## config.mk

```make
export PLATFORM = sky130hd
export DESIGN_NAME = wcd_top
export DESIGN_NICKNAME = d
export VERILOG_FILES = /design/src/hdl/wcd_pkg.sv /design/src/hdl/wcd_mem_if.sv /design/src/hdl/wcd_top.sv /design/src/hdl/wcd_wiper_mem.sv
export SDC_FILE = /design/constraint.sdc
export NUM_CORES = 1
export LEC_CHECK = 0
export BUFFER_PORTS_ARGS = -buffer_cell sky130_fd_sc_hd__clkbuf_2
export CAP_MARGIN = 10
export CORE_MARGIN = 2
export CORE_UTILIZATION = 40
export CTS_BUF_LIST = sky130_fd_sc_hd__clkbuf_2
export DETAILED_ROUTE_END_ITERATION = 7
export GPL_TIMING_DRIVEN = 0
export HOLD_SLACK_MARGIN = 0.15
export PLACE_DENSITY = 0.57
export SYNTH_ARGS = -nofsm -noshare
export SYNTH_HDL_FRONTEND = slang
export SYNTH_SLANG_ARGS = --single-unit
```

## constraint.sdc

```tcl
create_clock -name i_sys_clk -period 3.09 [get_ports i_sys_clk]
set_clock_uncertainty 0.15 [all_clocks]
set_input_delay 0.309 -clock i_sys_clk [delete_from_list [all_inputs] [get_ports i_sys_clk]]
set_output_delay 0.309 -clock i_sys_clk [all_outputs]
set_load 0.03 [all_outputs]
```

## src/hdl/wcd_pkg.sv

```systemverilog
package wcd_pkg;
  localparam int WCD_WIPER_BITS = 8;
  localparam int WCD_REG_W = 9;
  localparam int WCD_NUM_WIPERS = 2;
  localparam int WCD_MEM_ADDR_W = 1;
  localparam int WCD_ADDR_W = 4;
  localparam int WCD_FRAME_W = 16;
  localparam int WCD_OP_MSB = 1;
  localparam int WCD_OP_LSB = 0;
  localparam int WCD_ADDR_MSB = 5;
  localparam int WCD_ADDR_LSB = 2;
  localparam logic [1:0] WCD_OP_WRITE = 2'h0;
  localparam logic [1:0] WCD_OP_INC = 2'h1;
  localparam logic [1:0] WCD_OP_DEC = 2'h2;
  localparam logic [1:0] WCD_OP_READ = 2'h3;
  localparam logic [3:0] WCD_CNT_DECODE = 4'h5;
  localparam logic [3:0] WCD_CNT_ERR_SLOT = 4'h6;
  localparam logic [3:0] WCD_CNT_CMD_END = 4'h7;
  localparam logic [3:0] WCD_CNT_FRAME_END = 4'hf;
  localparam logic [3:0] WCD_CNT_RESET = 4'h0;
  localparam logic WCD_SDO_IDLE = 1'b1;

  typedef enum logic [1:0] {
    WCD_ST_CMD,
    WCD_ST_DATA,
    WCD_ST_ERR
  } wcd_state_t;
endpackage

```

## src/hdl/wcd_mem_if.sv

```systemverilog
`timescale 1ns/100ps
interface wcd_mem_if #(
  parameter int REG_W = 9,
  parameter int NUM = 2,
  parameter int AW = 1
);
  logic [AW-1:0] addr;
  logic we;
  logic [REG_W-1:0] wdata;
  logic [REG_W-1:0] rdata;
  logic [NUM*REG_W-1:0] wipers;

  modport ctrl (
    output addr,
    output we,
    output wdata,
    input rdata,
    input wipers
  );
  modport mem (
    input addr,
    input we,
    input wdata,
    output rdata,
    output wipers
  );
endinterface

```

## src/hdl/wcd_top.sv

```systemverilog
`timescale 1ns/100ps
module wcd_top #(
  parameter int WIPER_BITS = wcd_pkg::WCD_WIPER_BITS
) (
  input wire logic i_sys_clk,
  input wire logic i_rst,
  input wire logic i_cs_n,
  input wire logic i_sck,
  input wire logic i_sdi,
  output logic o_sdo,
  output logic o_sdo_oe,
  output logic [wcd_pkg::WCD_REG_W-1:0] o_wiper0,
  output logic [wcd_pkg::WCD_REG_W-1:0] o_wiper1
);
  import wcd_pkg::*;

  localparam logic [WCD_REG_W-1:0] FULL =
    WCD_REG_W'(1 << WIPER_BITS);

  wcd_mem_if #(
    .REG_W(WCD_REG_W),
    .NUM(WCD_NUM_WIPERS),
    .AW(WCD_MEM_ADDR_W)
  ) mem_bus ();

  wcd_wiper_mem #(
    .WIPER_BITS(WIPER_BITS)
  ) u_mem (
    .i_sys_clk(i_sys_clk),
    .i_rst(i_rst),
    .bus(mem_bus)
  );

  wcd_state_t state;
  wcd_state_t next_state;
  logic [3:0] cnt;
  logic [3:0] next_cnt;
  logic [WCD_FRAME_W-1:0] shreg;
  logic [WCD_FRAME_W-1:0] next_shreg;
  logic [1:0] op;
  logic [1:0] next_op;
  logic [WCD_ADDR_W-1:0] addr;
  logic [WCD_ADDR_W-1:0] next_addr;
  logic sdo;
  logic next_sdo;
  logic sck_q;
  logic rise;
  logic fall;
  logic cmd_end;
  logic dec_apply;
  logic inc_apply;
  logic wr_apply;
  logic [5:0] head;
  logic [WCD_FRAME_W-1:0] frame;
  logic [WCD_REG_W-1:0] cur_wiper;

  // At zero scale or above full scale the value is held.
  function automatic logic [WCD_REG_W-1:0] step_down(
    input logic [WCD_REG_W-1:0] v
  );
    if (v == '0 || v > FULL) begin
      return v;
    end
    return v - 1'b1;
  endfunction

  function automatic logic [WCD_REG_W-1:0] step_up(
    input logic [WCD_REG_W-1:0] v
  );
    if (v >= FULL) begin
      return v;
    end
    return v + 1'b1;
  endfunction

  // SCK is sampled by the system clock, so it must stay well below it.
  assign rise = i_sck & ~sck_q;
  assign fall = ~i_sck & sck_q;
  assign head = {shreg[4:0], i_sdi};
  assign frame = {shreg[WCD_FRAME_W-2:0], i_sdi};
  assign cmd_end = !i_cs_n && rise && state == WCD_ST_CMD &&
    cnt == WCD_CNT_CMD_END;
  assign dec_apply = cmd_end && op == WCD_OP_DEC;
  assign inc_apply = cmd_end && op == WCD_OP_INC;
  assign wr_apply = !i_cs_n && rise && state == WCD_ST_DATA &&
    cnt == WCD_CNT_FRAME_END && op == WCD_OP_WRITE;
  assign mem_bus.addr = addr[WCD_MEM_ADDR_W-1:0];
  assign o_wiper0 = mem_bus.wipers[WCD_REG_W-1:0];
  assign o_wiper1 = mem_bus.wipers[2*WCD_REG_W-1:WCD_REG_W];
  assign cur_wiper = addr[0] ? o_wiper1 : o_wiper0;
  assign o_sdo = sdo;
  // Open drain: the pin is pulled low only while a zero is presented.
  assign o_sdo_oe = ~sdo;

  always_comb begin
    mem_bus.we = dec_apply | inc_apply | wr_apply;
    if (dec_apply) begin
      mem_bus.wdata = step_down(mem_bus.rdata);
    end else if (inc_apply) begin
      mem_bus.wdata = step_up(mem_bus.rdata);
    end else begin
      mem_bus.wdata = frame[WCD_REG_W-1:0];
    end
  end

  always_comb begin
    next_state = state;
    next_cnt = cnt;
    next_shreg = shreg;
    next_op = op;
    next_addr = addr;
    next_sdo = sdo;
    if (i_cs_n) begin
      // Raising chip select ends any frame and clears the error.
      next_state = WCD_ST_CMD;
      next_cnt = WCD_CNT_RESET;
      next_sdo = WCD_SDO_IDLE;
    end else if (state == WCD_ST_ERR) begin
      if (fall) begin
        next_sdo = 1'b0;
      end
    end else begin
      if (rise) begin
        next_shreg = frame;
        next_cnt = cnt + 1'b1;
        if (cnt == WCD_CNT_DECODE) begin
          next_addr = head[WCD_ADDR_MSB:WCD_ADDR_LSB];
          next_op = head[WCD_OP_MSB:WCD_OP_LSB];
          if (head[WCD_ADDR_MSB:WCD_ADDR_LSB] >= WCD_NUM_WIPERS) begin
            next_state = WCD_ST_ERR;
          end
        end
        if (cmd_end) begin
          if (op == WCD_OP_DEC || op == WCD_OP_INC) begin
            next_cnt = WCD_CNT_RESET;
          end else begin
            next_state = WCD_ST_DATA;
          end
        end
        if (state == WCD_ST_DATA && cnt == WCD_CNT_FRAME_END) begin
          next_state = WCD_ST_CMD;
          next_cnt = WCD_CNT_RESET;
        end
      end
      if (fall) begin
        if (op == WCD_OP_READ && cnt >= WCD_CNT_CMD_END) begin
          next_sdo = mem_bus.rdata[WCD_CNT_FRAME_END - cnt];
        end else begin
          // A valid command shows a high error bit in clock seven.
          next_sdo = WCD_SDO_IDLE;
        end
      end
    end
  end

  always_ff @(posedge i_sys_clk) begin
    if (i_rst) begin
      state <= WCD_ST_CMD;
      cnt <= WCD_CNT_RESET;
      shreg <= '0;
      op <= WCD_OP_WRITE;
      addr <= '0;
      sdo <= WCD_SDO_IDLE;
      sck_q <= 1'b0;
    end else begin
      state <= next_state;
      cnt <= next_cnt;
      shreg <= next_shreg;
      op <= next_op;
      addr <= next_addr;
      sdo <= next_sdo;
      sck_q <= i_sck;
    end
  end

  a_dec_step_one: assert property (
    @(posedge i_sys_clk) disable iff (i_rst)
    dec_apply && mem_bus.rdata != '0 && mem_bus.rdata <= FULL
    |=> cur_wiper == $past(mem_bus.rdata) - 1'b1
  ) else $error("decrement did not lower wiper by one");

  a_dec_zero_hold: assert property (
    @(posedge i_sys_clk) disable iff (i_rst)
    dec_apply && mem_bus.rdata == '0 |=> cur_wiper == '0 [*2]
  ) else $error("wiper wrapped below zero scale");

  a_dec_above_full: assert property (
    @(posedge i_sys_clk) disable iff (i_rst)
    dec_apply && mem_bus.rdata > FULL |=> $stable(cur_wiper)
  ) else $error("decrement changed a wiper above full scale");

  a_full_scale_dec: assert property (
    @(posedge i_sys_clk) disable iff (i_rst)
    dec_apply && mem_bus.rdata == FULL |=> cur_wiper == FULL - 1'b1
  ) else $error("decrement from full scale failed");

  a_bad_addr_err: assert property (
    @(posedge i_sys_clk) disable iff (i_rst)
    !i_cs_n && rise && state == WCD_ST_CMD && cnt == WCD_CNT_DECODE &&
    head[WCD_ADDR_MSB:WCD_ADDR_LSB] >= WCD_NUM_WIPERS
    |=> state == WCD_ST_ERR && !mem_bus.we
  ) else $error("invalid address not flagged");

  a_err_sdo_low: assert property (
    @(posedge i_sys_clk) disable iff (i_rst)
    state == WCD_ST_ERR && !i_cs_n && fall |=> !o_sdo && o_sdo_oe
  ) else $error("serial output not low after error");

  a_err_cleared: assert property (
    @(posedge i_sys_clk) disable iff (i_rst)
    i_cs_n |=> state == WCD_ST_CMD && cnt == WCD_CNT_RESET && o_sdo
  ) else $error("chip select high did not clear error");

  a_err_bit_slot: assert property (
    @(posedge i_sys_clk) disable iff (i_rst)
    state == WCD_ST_CMD && !i_cs_n && fall && cnt == WCD_CNT_ERR_SLOT
    |=> o_sdo
  ) else $error("error bit wrong for valid command");

  a_chain_restart: assert property (
    @(posedge i_sys_clk) disable iff (i_rst)
    dec_apply |=> cnt == WCD_CNT_RESET && state == WCD_ST_CMD
  ) else $error("decrement did not end its command byte");

  a_read_d8_bit: assert property (
    @(posedge i_sys_clk) disable iff (i_rst)
    state == WCD_ST_CMD && !i_cs_n && fall && op == WCD_OP_READ &&
    cnt == WCD_CNT_CMD_END |=> o_sdo == $past(mem_bus.rdata[8])
  ) else $error("read did not present wiper bit 8");
endmodule

```

## src/hdl/wcd_wiper_mem.sv

```systemverilog
`timescale 1ns/100ps
module wcd_wiper_mem #(
  parameter int WIPER_BITS = wcd_pkg::WCD_WIPER_BITS
) (
  input wire logic i_sys_clk,
  input wire logic i_rst,
  wcd_mem_if.mem bus
);
  import wcd_pkg::*;

  // Volatile wipers power up at mid-scale.
  localparam logic [WCD_REG_W-1:0] MID =
    WCD_REG_W'(1 << (WIPER_BITS - 1));

  logic [WCD_REG_W-1:0] regs [WCD_NUM_WIPERS];
  logic [WCD_REG_W-1:0] next_regs [WCD_NUM_WIPERS];
  logic [WCD_REG_W-1:0] rdata;
  logic [WCD_REG_W-1:0] next_rdata;

  always_comb begin
    for (int i = 0; i < WCD_NUM_WIPERS; i++) begin
      next_regs[i] = regs[i];
    end
    if (bus.we) begin
      next_regs[bus.addr] = bus.wdata;
    end
    // Read data reflect a write of the same cycle, so a chained command
    // never sees a stale wiper.
    next_rdata = next_regs[bus.addr];
  end

  always_ff @(posedge i_sys_clk) begin
    if (i_rst) begin
      for (int i = 0; i < WCD_NUM_WIPERS; i++) begin
        regs[i] <= MID;
      end
      rdata <= MID;
    end else begin
      regs <= next_regs;
      rdata <= next_rdata;
    end
  end

  assign bus.rdata = rdata;
  always_comb begin
    for (int i = 0; i < WCD_NUM_WIPERS; i++) begin
      bus.wipers[i*WCD_REG_W +: WCD_REG_W] = regs[i];
    end
  end
endmodule

```

==> flow_summary.toml, run 1 <==
[route]
drtAntennaViolNets = 0
route.detailed.drc = 0
finalWirelength_um = 7110
vias = 2340
via_per_inst = 5.75
drtIter0Drc = 163
routedWlPerCell_um = 17.5
drt-pass1-iter-count = 4

[floorplan]
core_area_mm2 = 0.00631
rows = 29
start_util_pct = 41.2
die_width_um = 84.7
dieHeight_um = 84.7
fp.dieArea_mm2 = 0.00717
io_pins = 25

[logic_synthesis]
yosysMostFrequentCell = "dfxtp_1"
synth_compound_area_share_pct = 20.4
synthAdderAreaFrac_pct = 4.32
synthSimpleGateAreaFrac_pct = 23.9
synth_top_area_share_pct = 35.4
synth_edf_count = 0
synth_area_leaders = "dfxtp_1 35%, a211oi_1 9.2%, nor2_1 5.3%"
synth-seq-area-share_pct = 35.4
ys_types = 64
synth_mux_area_share_pct = 6.49
yosysTopAreaCell = "dfxtp_1"
synth_top_flop_cell = "dfxtp_1"
synth_xor_area_share_pct = 3.36
synth_area_mm2 = 0.00260
postSynth.asyncResetShare_pct = 0
netlist_instances = 290
synth_fp_nets = 304
synth_top_family_by_area = "simple AND/OR/NAND/NOR gates"
synthTopCellsByCount = "46 x dfxtp_1, 37 x nor2_1, 32 x a211oi_1"
ys_ff_latch = 46
yosysWarnings = 0
synth_area_per_cell_um2 = 8.98

[timing]
setup-violations-final = 0
max_freq_ghz = 0.329
slew_viol_final = 0
grt_setup_unrepaired = "true"
layout_min_cycle_time_ns = 3.04
worst_pin_slew_ns = 0.733
finalHoldViolations = 0
fin_crit_sh_pct = 98.2
final.setup.tns_ns = 0
fin_ws_ns = 0.0543
slew_headroom_pct = 50.9

[run]
cap_viol_max_count = 0

[cts]
cts-htree-levels = 2
clock-sinks = 46
path_clk_slew_ns = 0.24
clock_path_buffers = 2
cts_tree = "built"
clock_latency_ns = 0.42
clockRootBuffer = "clkbuf_2"
cts-buffers-inserted = 5

[placement]
pre_cts_slack_ns = -0.172
hpwl_um = 5060
gp_congestion = 0.799
port-buffer-count = 24
placed_area_mm2 = 0.00282

[worst_hold_path]
hp-class = "input pin to register"
hold_end = "cnt[0]$_SDFFE_PP0P_"
min-delay-start = "i_cs_n"
worstHoldPathCells = 4

[worst_setup_path]
path_class = "register to register"
r2r-end = "u_mem.bus.rdata[5]$_SDFF_PP0_"
start_kind = "register"
r2r_setup_slack_ns = 0.05
r2r-start = "u_mem.bus.rdata[6]$_SDFF_PP0_"
worstSetupEndpointType = "register"
path_max_fanout = 5
crit_required_ns = 3.29
crit_arrival_ns = 3.24
reg2regPathDepth = 8

[run_status]
status = "complete, no violations"

[global_route]
grt_pass1_wl_um = 11800
grt_pass1_vias = 2259
grt.overflow.total = 0
grt_max_degree = 14
grt_antenna_before_repair = 0
grt_usage_pct = 20.5

[finish]
nNetsFinal = 344
fillerInstances = 646
diodes = 0
area_growth_pct = 17.1
design_area_mm2 = 0.00305
drive_gt1_share_pct = 22.4

[pwr]
leakage_nw = 1.20
p_per_area_mw_per_mm2 = 321
vdd_drop_max_mv = 0.228
finalPower_uw = 978
==> how the worst max path moves through the flow <==
| stage | from | to | slack [ns] | cells after the start |
|---|---|---|---|---|
| after floorplan | u_mem.bus.rdata[5]$_SDFF_PP0_ | u_mem.bus.rdata[5]$_SDFF_PP0_ | 0.20 | 8 |
| after global placement | u_mem.bus.rdata[6]$_SDFF_PP0_ | u_mem.bus.rdata[5]$_SDFF_PP0_ | -0.11 | 8 |
| after detailed placement | u_mem.bus.rdata[5]$_SDFF_PP0_ | u_mem.bus.rdata[5]$_SDFF_PP0_ | -0.17 | 8 |
| after CTS | u_mem.bus.rdata[5]$_SDFF_PP0_ | u_mem.bus.rdata[5]$_SDFF_PP0_ | 0.003 | 8 |
| after global routing | u_mem.bus.rdata[6]$_SDFF_PP0_ | u_mem.bus.rdata[5]$_SDFF_PP0_ | -0.03 | 8 |
| final | u_mem.bus.rdata[6]$_SDFF_PP0_ | u_mem.bus.rdata[5]$_SDFF_PP0_ | 0.05 | 8 |
==> cells by family after synthesis <==
group / Yosys count
XOR/XNOR: 10
buffers and inverters: 26
adder cells (fa/ha/maj): 9
AND/OR/NAND/NOR: 111
multiplexers: 14
AO/OA/AOI/OAI: 74
flip-flops: 46
==> cells in the final DEF (no fill, tap or decap), types with 4 or more instances in the layout <==
master / instances
a311oi_1: 4
clkbuf_1: 7
nand2_1: 12
dlygate4sd3_1: 6
nand2b_1: 5
xor2_1: 5
a22oi_1: 4
nand3_1: 6
inv_1: 7
xnor2_1: 5
a21oi_1: 12
mux2i_1: 12
dfxtp_1: 42
ha_1: 8
buf_4: 7
nor4_1: 4
nor2_1: 37
a211oi_1: 29
buf_6: 5
clkbuf_2: 30
nor2b_1: 12
==> registers in the layout (all words and copies together), names as in the netlist <==
register          count
o_sdo                 1
u_mem.bus.rdata       9
op                    2
addr                  1
sck_q                 1
cnt                   4
u_mem.bus.wipers     18
state                 2
shreg                 8
==> power by group <==
part | internal (mW) | switching, mW | leakage, nW
registers | 0.595 | 0.00363 | 0.374
clock network | 0.130 | 0.201 | 0.0365
logic | 0.0207 | 0.0276 | 0.790
total | 0.746 | 0.232 | 1.20
==> area by class of cell <==
cell class,count,area [µm²],share of cell area (%)
well taps,77,96.3,3.16
clock inverters,2,33.8,1.11
inverters,7,26.3,0.862
repair buffers,33,198,6.49
clock buffers,5,25.0,0.821
plain buffers,19,135,4.43
multi-input cells,218,1600,52.5
flip-flops and latches,46,933,30.6
==> worst max-delay path, stage by stage, from the launching register on <==
cell,delay [ns]
dfxtp_4,0.41
or4_4,0.55
nor3_4,0.16
ha_4,0.22
or4_4,0.52
or4_4,0.51
a21oi_4,0.16
a211oi_4,0.07
a211oi_2,0.22
==> metal layers <==
layer	up-vias	global-route usage, %	share of wire, %
met5	-	0	0
met4	0	4.33	1.7
met3	10	3.74	5.2
met2	67	34.2	47
met1	1109	27.7	46
li1	1154	-	-
==> per-stage QoR <==
step / hold WS (ns) / util (%) / cells
6_report: 0.306 / 48.3 / 407
5_1_grt: 0.301 / 48.3 / 407
4_1_cts: 0.267 / 47.0 / 405
3_5_place_dp: 0.337 / 44.7 / 391
3_3_place_gp: 0.339 / 44.7 / 391
2_1_floorplan: 0.287 / - / 290
==> repair_timing <==
item,4_1_cts,5_1_grt
setup endpoints to repair,6,12
hold buffers,4,0
gates resized for setup,8,15
pin swaps,1,8
buffers inserted,3,2
endpoints found under the hold margin,8,0
No activity file was read; power rests on OpenSTA's default activity.
==> inputs of run 2 (changes only) <==
CTS_BUF_LIST = default   (was sky130_fd_sc_hd__clkbuf_2)
clock period = 2.73 ns   (was 3.09 ns; I/O delays follow)
==> run 2 against run 1 <==
  * The flow now finishes with violations (setup timing)
  * Critical path depth unchanged
  * Highest routed layer unchanged
  * Hold slack worse by 0.13 ns
  * First-iteration DRC count down 39%
  * Critical path type unchanged
  * Power up 27%
  * Final area up 2.3%
  * Largest cell class unchanged
==> flow_summary.toml, run 2 (same netlist as run 1, synthesis figures left out) <==
[run_status]
status = "finished, violations left"
violations = "setup timing"

[worst_setup_path]
crit_required_ns = 2.80
cp_num_buf_inv = 0
cpLargestDelayFamily = "simple AND/OR/NAND/NOR gates"
r2r-start = "u_mem.bus.rdata[4]$_SDFF_PP0_"
start_kind = "register"
worstSetupEndpointType = "register"
worstPathCellList = "or4_4 -> nor3_4 -> ha_4 -> or4_4 -> or4_4 -> a21oi_4 -> a211oi_4 -> a211oi_2"
r2r_setup_slack_ns = -0.16
cpMostUsedCell = "or4_4"
crit_arrival_ns = 2.96
path_class = "register to register"
cpPeakStageDelay_ns = 0.55
path_max_fanout = 5
cp_slowest_cell = "or4_4"
critPathLaunch = "u_mem.bus.rdata[4]$_SDFF_PP0_"

[worst_hold_path]
min-delay-start = "i_rst"
hp-class = "input pin to register"

[cts]
cts_tree = "built"
clock_latency_ns = 0.31
cts-htree-levels = 2
clock_path_buffers = 2
clock-sinks = 46
path_clk_slew_ns = 0.09
cts-buffers-inserted = 5
clockRootBuffer = "clkbuf_8"

[global_route]
grt_max_degree = 15
grt_usage_pct = 20.3
grt_pass1_wl_um = 11500
grt_antenna_before_repair = 0
grt.overflow.total = 0
grt_pass1_vias = 2236

[finish]
area_growth_pct = 19.7
largest_reg_flops = 18
final_cell_mix = "41 x dfxtp_1, 37 x nor2_1, 26 x a211oi_1"
fillerInstances = 629
nNetsFinal = 341
drive_gt1_share_pct = 25.3
final_common_cell = "dfxtp_1"
instances_no_fill = 405
diodes = 0

[placement]
port-buffer-count = 24
gp_congestion = 0.844
dp.cells = 391
hpwl_um = 5010
pre_cts_slack_ns = -0.468

[route]
vias = 2335
drt-pass1-iter-count = 4
finalWirelength_um = 6970
drtAntennaViolNets = 0
via_per_inst = 5.77
route.detailed.drc = 0
drtIter0Drc = 100
routedWlPerCell_um = 17.2

[timing]
max_freq_ghz = 0.346
fin_hold_ws_ns = 0.178
slew_viol_final = 0
slew_headroom_pct = 53.1
worst_pin_slew_ns = 0.700
setup-violations-final = 6
layout_min_cycle_time_ns = 2.89
fin_ws_ns = -0.161
finalHoldViolations = 0
fin_crit_sh_pct = 106
grt_setup_unrepaired = "true"

[floorplan]
rows = 29
dieHeight_um = 84.7
core_area_mm2 = 0.00631
start_util_pct = 41.2
fp.dieArea_mm2 = 0.00717
die_width_um = 84.7
io_pins = 25

[pwr]
leakage_nw = 1.21
p_per_area_mw_per_mm2 = 400
vdd_drop_max_mv = 0.212

[run]
cap_viol_max_count = 0
run 2: cell type report:
cell class	instances	area, µm²	area share [%]
plain buffers	18	124	3.97
repair buffers	31	178	5.70
well taps	77	96.3	3.09
inverters	7	26.3	0.843
clock buffers	6	72.6	2.33
clock inverters	2	37.5	1.20
multi-input cells	218	1650	52.9
flip-flops and latches	46	935	30.0
run 2: final timing paths:
kind / to / cells after the start
setup / recovery: u_mem.bus.rdata[5]$_SDFF_PP0_ / 8
hold / removal: u_mem.bus.rdata[7]$_SDFF_PP1_ / 3
setup reg to reg: u_mem.bus.rdata[5]$_SDFF_PP0_ / 8
hold reg to reg: u_mem.bus.wipers[2]$_SDFF_PP0_ / 2
run 2: tightest hold or removal path: stages:
cell and delay (ns):
clkbuf_2 0.14, a2111oi_0 0.08, a21oi_1 0.10
run 2: per-layer routing:
metal,track usage (%),vias to the layer above,part of all wire (%)
met5,0,-,0
met4,5.34,0,0.98
met3,4.13,5,4.1
met2,33.6,48,47
met1,26.8,1133,48
li1,-,1149,-
run 2: power breakdown:
part / leakage (nW) / internal, mW / total [mW] / switching [mW]
logic: 0.787 / 0.0221 / 0.0532 / 0.0311
registers: 0.375 / 0.670 / 0.674 / 0.00402
clock network: 0.0514 / 0.273 / 0.519 / 0.245
run 2: timing repair:
| item | in CTS | in global routing |
|---|---|---|
| pin swaps | 8 | 2 |
| resized for setup | 19 | 12 |
| hold endpoints to repair | 3 | 0 |
| hold buffers | 2 | 0 |
| endpoints found under the setup margin | 15 | 21 |
| buffers inserted | 5 | 0 |
run 2: metrics by stage:
stage	total power, mW	TNS, ns	instance area, µm²	utilization, %
2_1_floorplan	0.726	-0.424	2610	-
3_3_place_gp	0.743	-4.29	2830	44.8
3_5_place_dp	0.743	-4.07	2830	44.8
4_1_cts	1.26	-0.474	3060	48.5
5_1_grt	1.29	-1.40	3120	49.4
6_report	1.25	-0.570	3120	49.4
==> inputs of run 3 (changes only) <==
PLACE_DENSITY = 0.55   (was 0.57)
clock period = 3 ns   (was 2.73 ns; I/O delays follow)
==> run 3 against run 2 <==
  * First-iteration DRC count up 67%
  * Fmax down 4.5%
  * Core utilization up 0.50 points
  * Non-clock buffer count rose by 4
  * Final cell count is 0.99% higher
  * Sequential share of layout area shrank 0.42 points
  * The flow still finishes with violations (setup timing)
  * Hold slack better by 0.045 ns
  * Final area increased by 1.0%
  * Largest cell class unchanged
  * Sequential power shrank 8.8%
  * Global-route usage shrank 0.24 points
  * Combinational power decreased by 10%
==> flow_summary.toml, run 3 (same netlist as run 1, synthesis figures left out) <==
[run_status]
status = "finished, violations left"
violations = "setup timing"

[route]
via_per_inst = 5.67
drtIter0Drc = 167
finalWirelength_um = 7090
drt-pass1-iter-count = 4
drtAntennaViolNets = 0
route.detailed.drc = 0
vias = 2320
routedWlPerCell_um = 17.3

[worst_setup_path]
path_max_fanout = 5
cpMostUsedCell = "or4_4"
crit_arrival_ns = 3.09
start_kind = "register"
path_class = "register to register"
cp_num_buf_inv = 0
crit_required_ns = 3.07
cpLargestDelayFamily = "simple AND/OR/NAND/NOR gates"
cp_slowest_cell = "or4_4"
worstSetupEndpointType = "register"
cpPeakStageDelay_ns = 0.56
worstPathCellList = "or4_4 -> nor3_4 -> ha_4 -> or4_4 -> or4_4 -> a21oi_4 -> a211oi_4 -> a211oi_1"

[pwr]
finalPower_mw = 1.16
vdd_drop_max_mv = 0.291
p_per_area_mw_per_mm2 = 367
leakage_nw = 1.24

[global_route]
grt_pass1_vias = 2191
grt_antenna_before_repair = 0
grt_usage_pct = 20.0
grt.overflow.total = 0
grt_max_degree = 17
grt_pass1_wl_um = 11500

[finish]
drive_gt1_share_pct = 25.9
nNetsFinal = 345
largest_reg_flops = 18
final_common_cell = "dfxtp_1"
utilization_pct = 49.9
area_growth_pct = 20.9
final_cell_mix = "42 x dfxtp_1, 36 x nor2_1, 28 x a211oi_1"
diodes = 0

[timing]
slew_viol_final = 0
slew_headroom_pct = 51.7
grt_setup_unrepaired = "true"
worst_pin_slew_ns = 0.721
max_freq_ghz = 0.330
fin_crit_sh_pct = 101
fin_ws_ns = -0.0281
layout_min_cycle_time_ns = 3.03
setup-violations-final = 1
finalHoldViolations = 0

[cts]
cts-buffers-inserted = 5
clock_latency_ns = 0.30
clockRootBuffer = "clkbuf_8"
cts-htree-levels = 2
clock-sinks = 46
path_clk_slew_ns = 0.10
clock_path_buffers = 2
cts_tree = "built"

[floorplan]
rows = 29
dieHeight_um = 84.7
start_util_pct = 41.2
die_width_um = 84.7
fp.dieArea_mm2 = 0.00717
core_area_mm2 = 0.00631
io_pins = 25

[placement]
port-buffer-count = 24
gp_congestion = 0.836
hpwl_um = 5030

[run]
cap_viol_max_count = 0

[worst_hold_path]
hp-class = "input pin to register"
## run 3: changes by cell type in the layout (fill, tap and decap cells not counted), moves of 2 or more
cell      change
buf_4         +3
a22oi_1       +2
a22oi_2       -2
a211oi_2      -2
a211oi_1      +2
## run 3: layer usage
metal	part of all wire, %	GRT usage (%)	up-vias	wire, µm
met5	0	0	-	0
met4	2.0	6.06	0	143
met3	4.4	3.64	11	315
met2	47	31.9	55	3300
met1	47	27.6	1102	3330
li1	-	-	1152	-
## run 3: area by class of cell
type	instances	area [µm²]
multi-input combinational	218	1640
clock buffer	5	68.8
fill	630	3170
inverter	7	26.3
timing repair buffer	34	200
tap	77	96.3
buffer	19	135
clock inverter	3	48.8
sequential	46	931
## run 3: timing repair
item	in CTS	in global routing
buffers inserted	3	5
hold buffers	2	0
resized for setup	9	21
setup endpoints to repair	9	15
endpoints found under the hold margin	3	0
gates cloned	0	0
pin swaps	1	7
## run 3: per-stage QoR
stage	area, µm²	TNS [ns]	setup WS (ns)	instances	hold WS, ns
floorplan	2600	0	0.108	290	0.278
global placement	2820	-1.11	-0.243	391	0.347
detailed placement	2820	-1.07	-0.220	391	0.356
CTS	3010	-0.0172	-0.0172	404	0.212
global route	3150	-0.425	-0.101	409	0.257
finish	3150	-0.0281	-0.0281	409	0.223
## run 3: where the power goes
group / internal, mW / total [mW] / switching, mW
registers: 0.611 / 0.615 / 0.00370
logic: 0.0196 / 0.0479 / 0.0283
clock network: 0.254 / 0.494 / 0.240
## run 3: path summary, 6_finish.rpt
| path | start | to | slack (ns) | depth (start not counted) |
|---|---|---|---|---|
| setup reg to reg | u_mem.bus.rdata[6]$_SDFF_PP0_ | u_mem.bus.rdata[5]$_SDFF_PP0_ | -0.03 | 8 |
| setup / recovery | u_mem.bus.rdata[6]$_SDFF_PP0_ | u_mem.bus.rdata[5]$_SDFF_PP0_ | -0.03 | 8 |
| hold / removal | i_rst | u_mem.bus.rdata[7]$_SDFF_PP1_ | 0.22 | 3 |
| hold reg to reg | u_mem.bus.wipers[1]$_SDFF_PP0_ | u_mem.bus.wipers[1]$_SDFF_PP0_ | 0.37 | 2 |
## run 3: worst register-to-register path: cells and delay by family (launching register included)
kind            cells  cell delay, ns
fa+ha+maj           1            0.24
simple gates        4            1.71
compound gates      3            0.47
flops               1            0.38
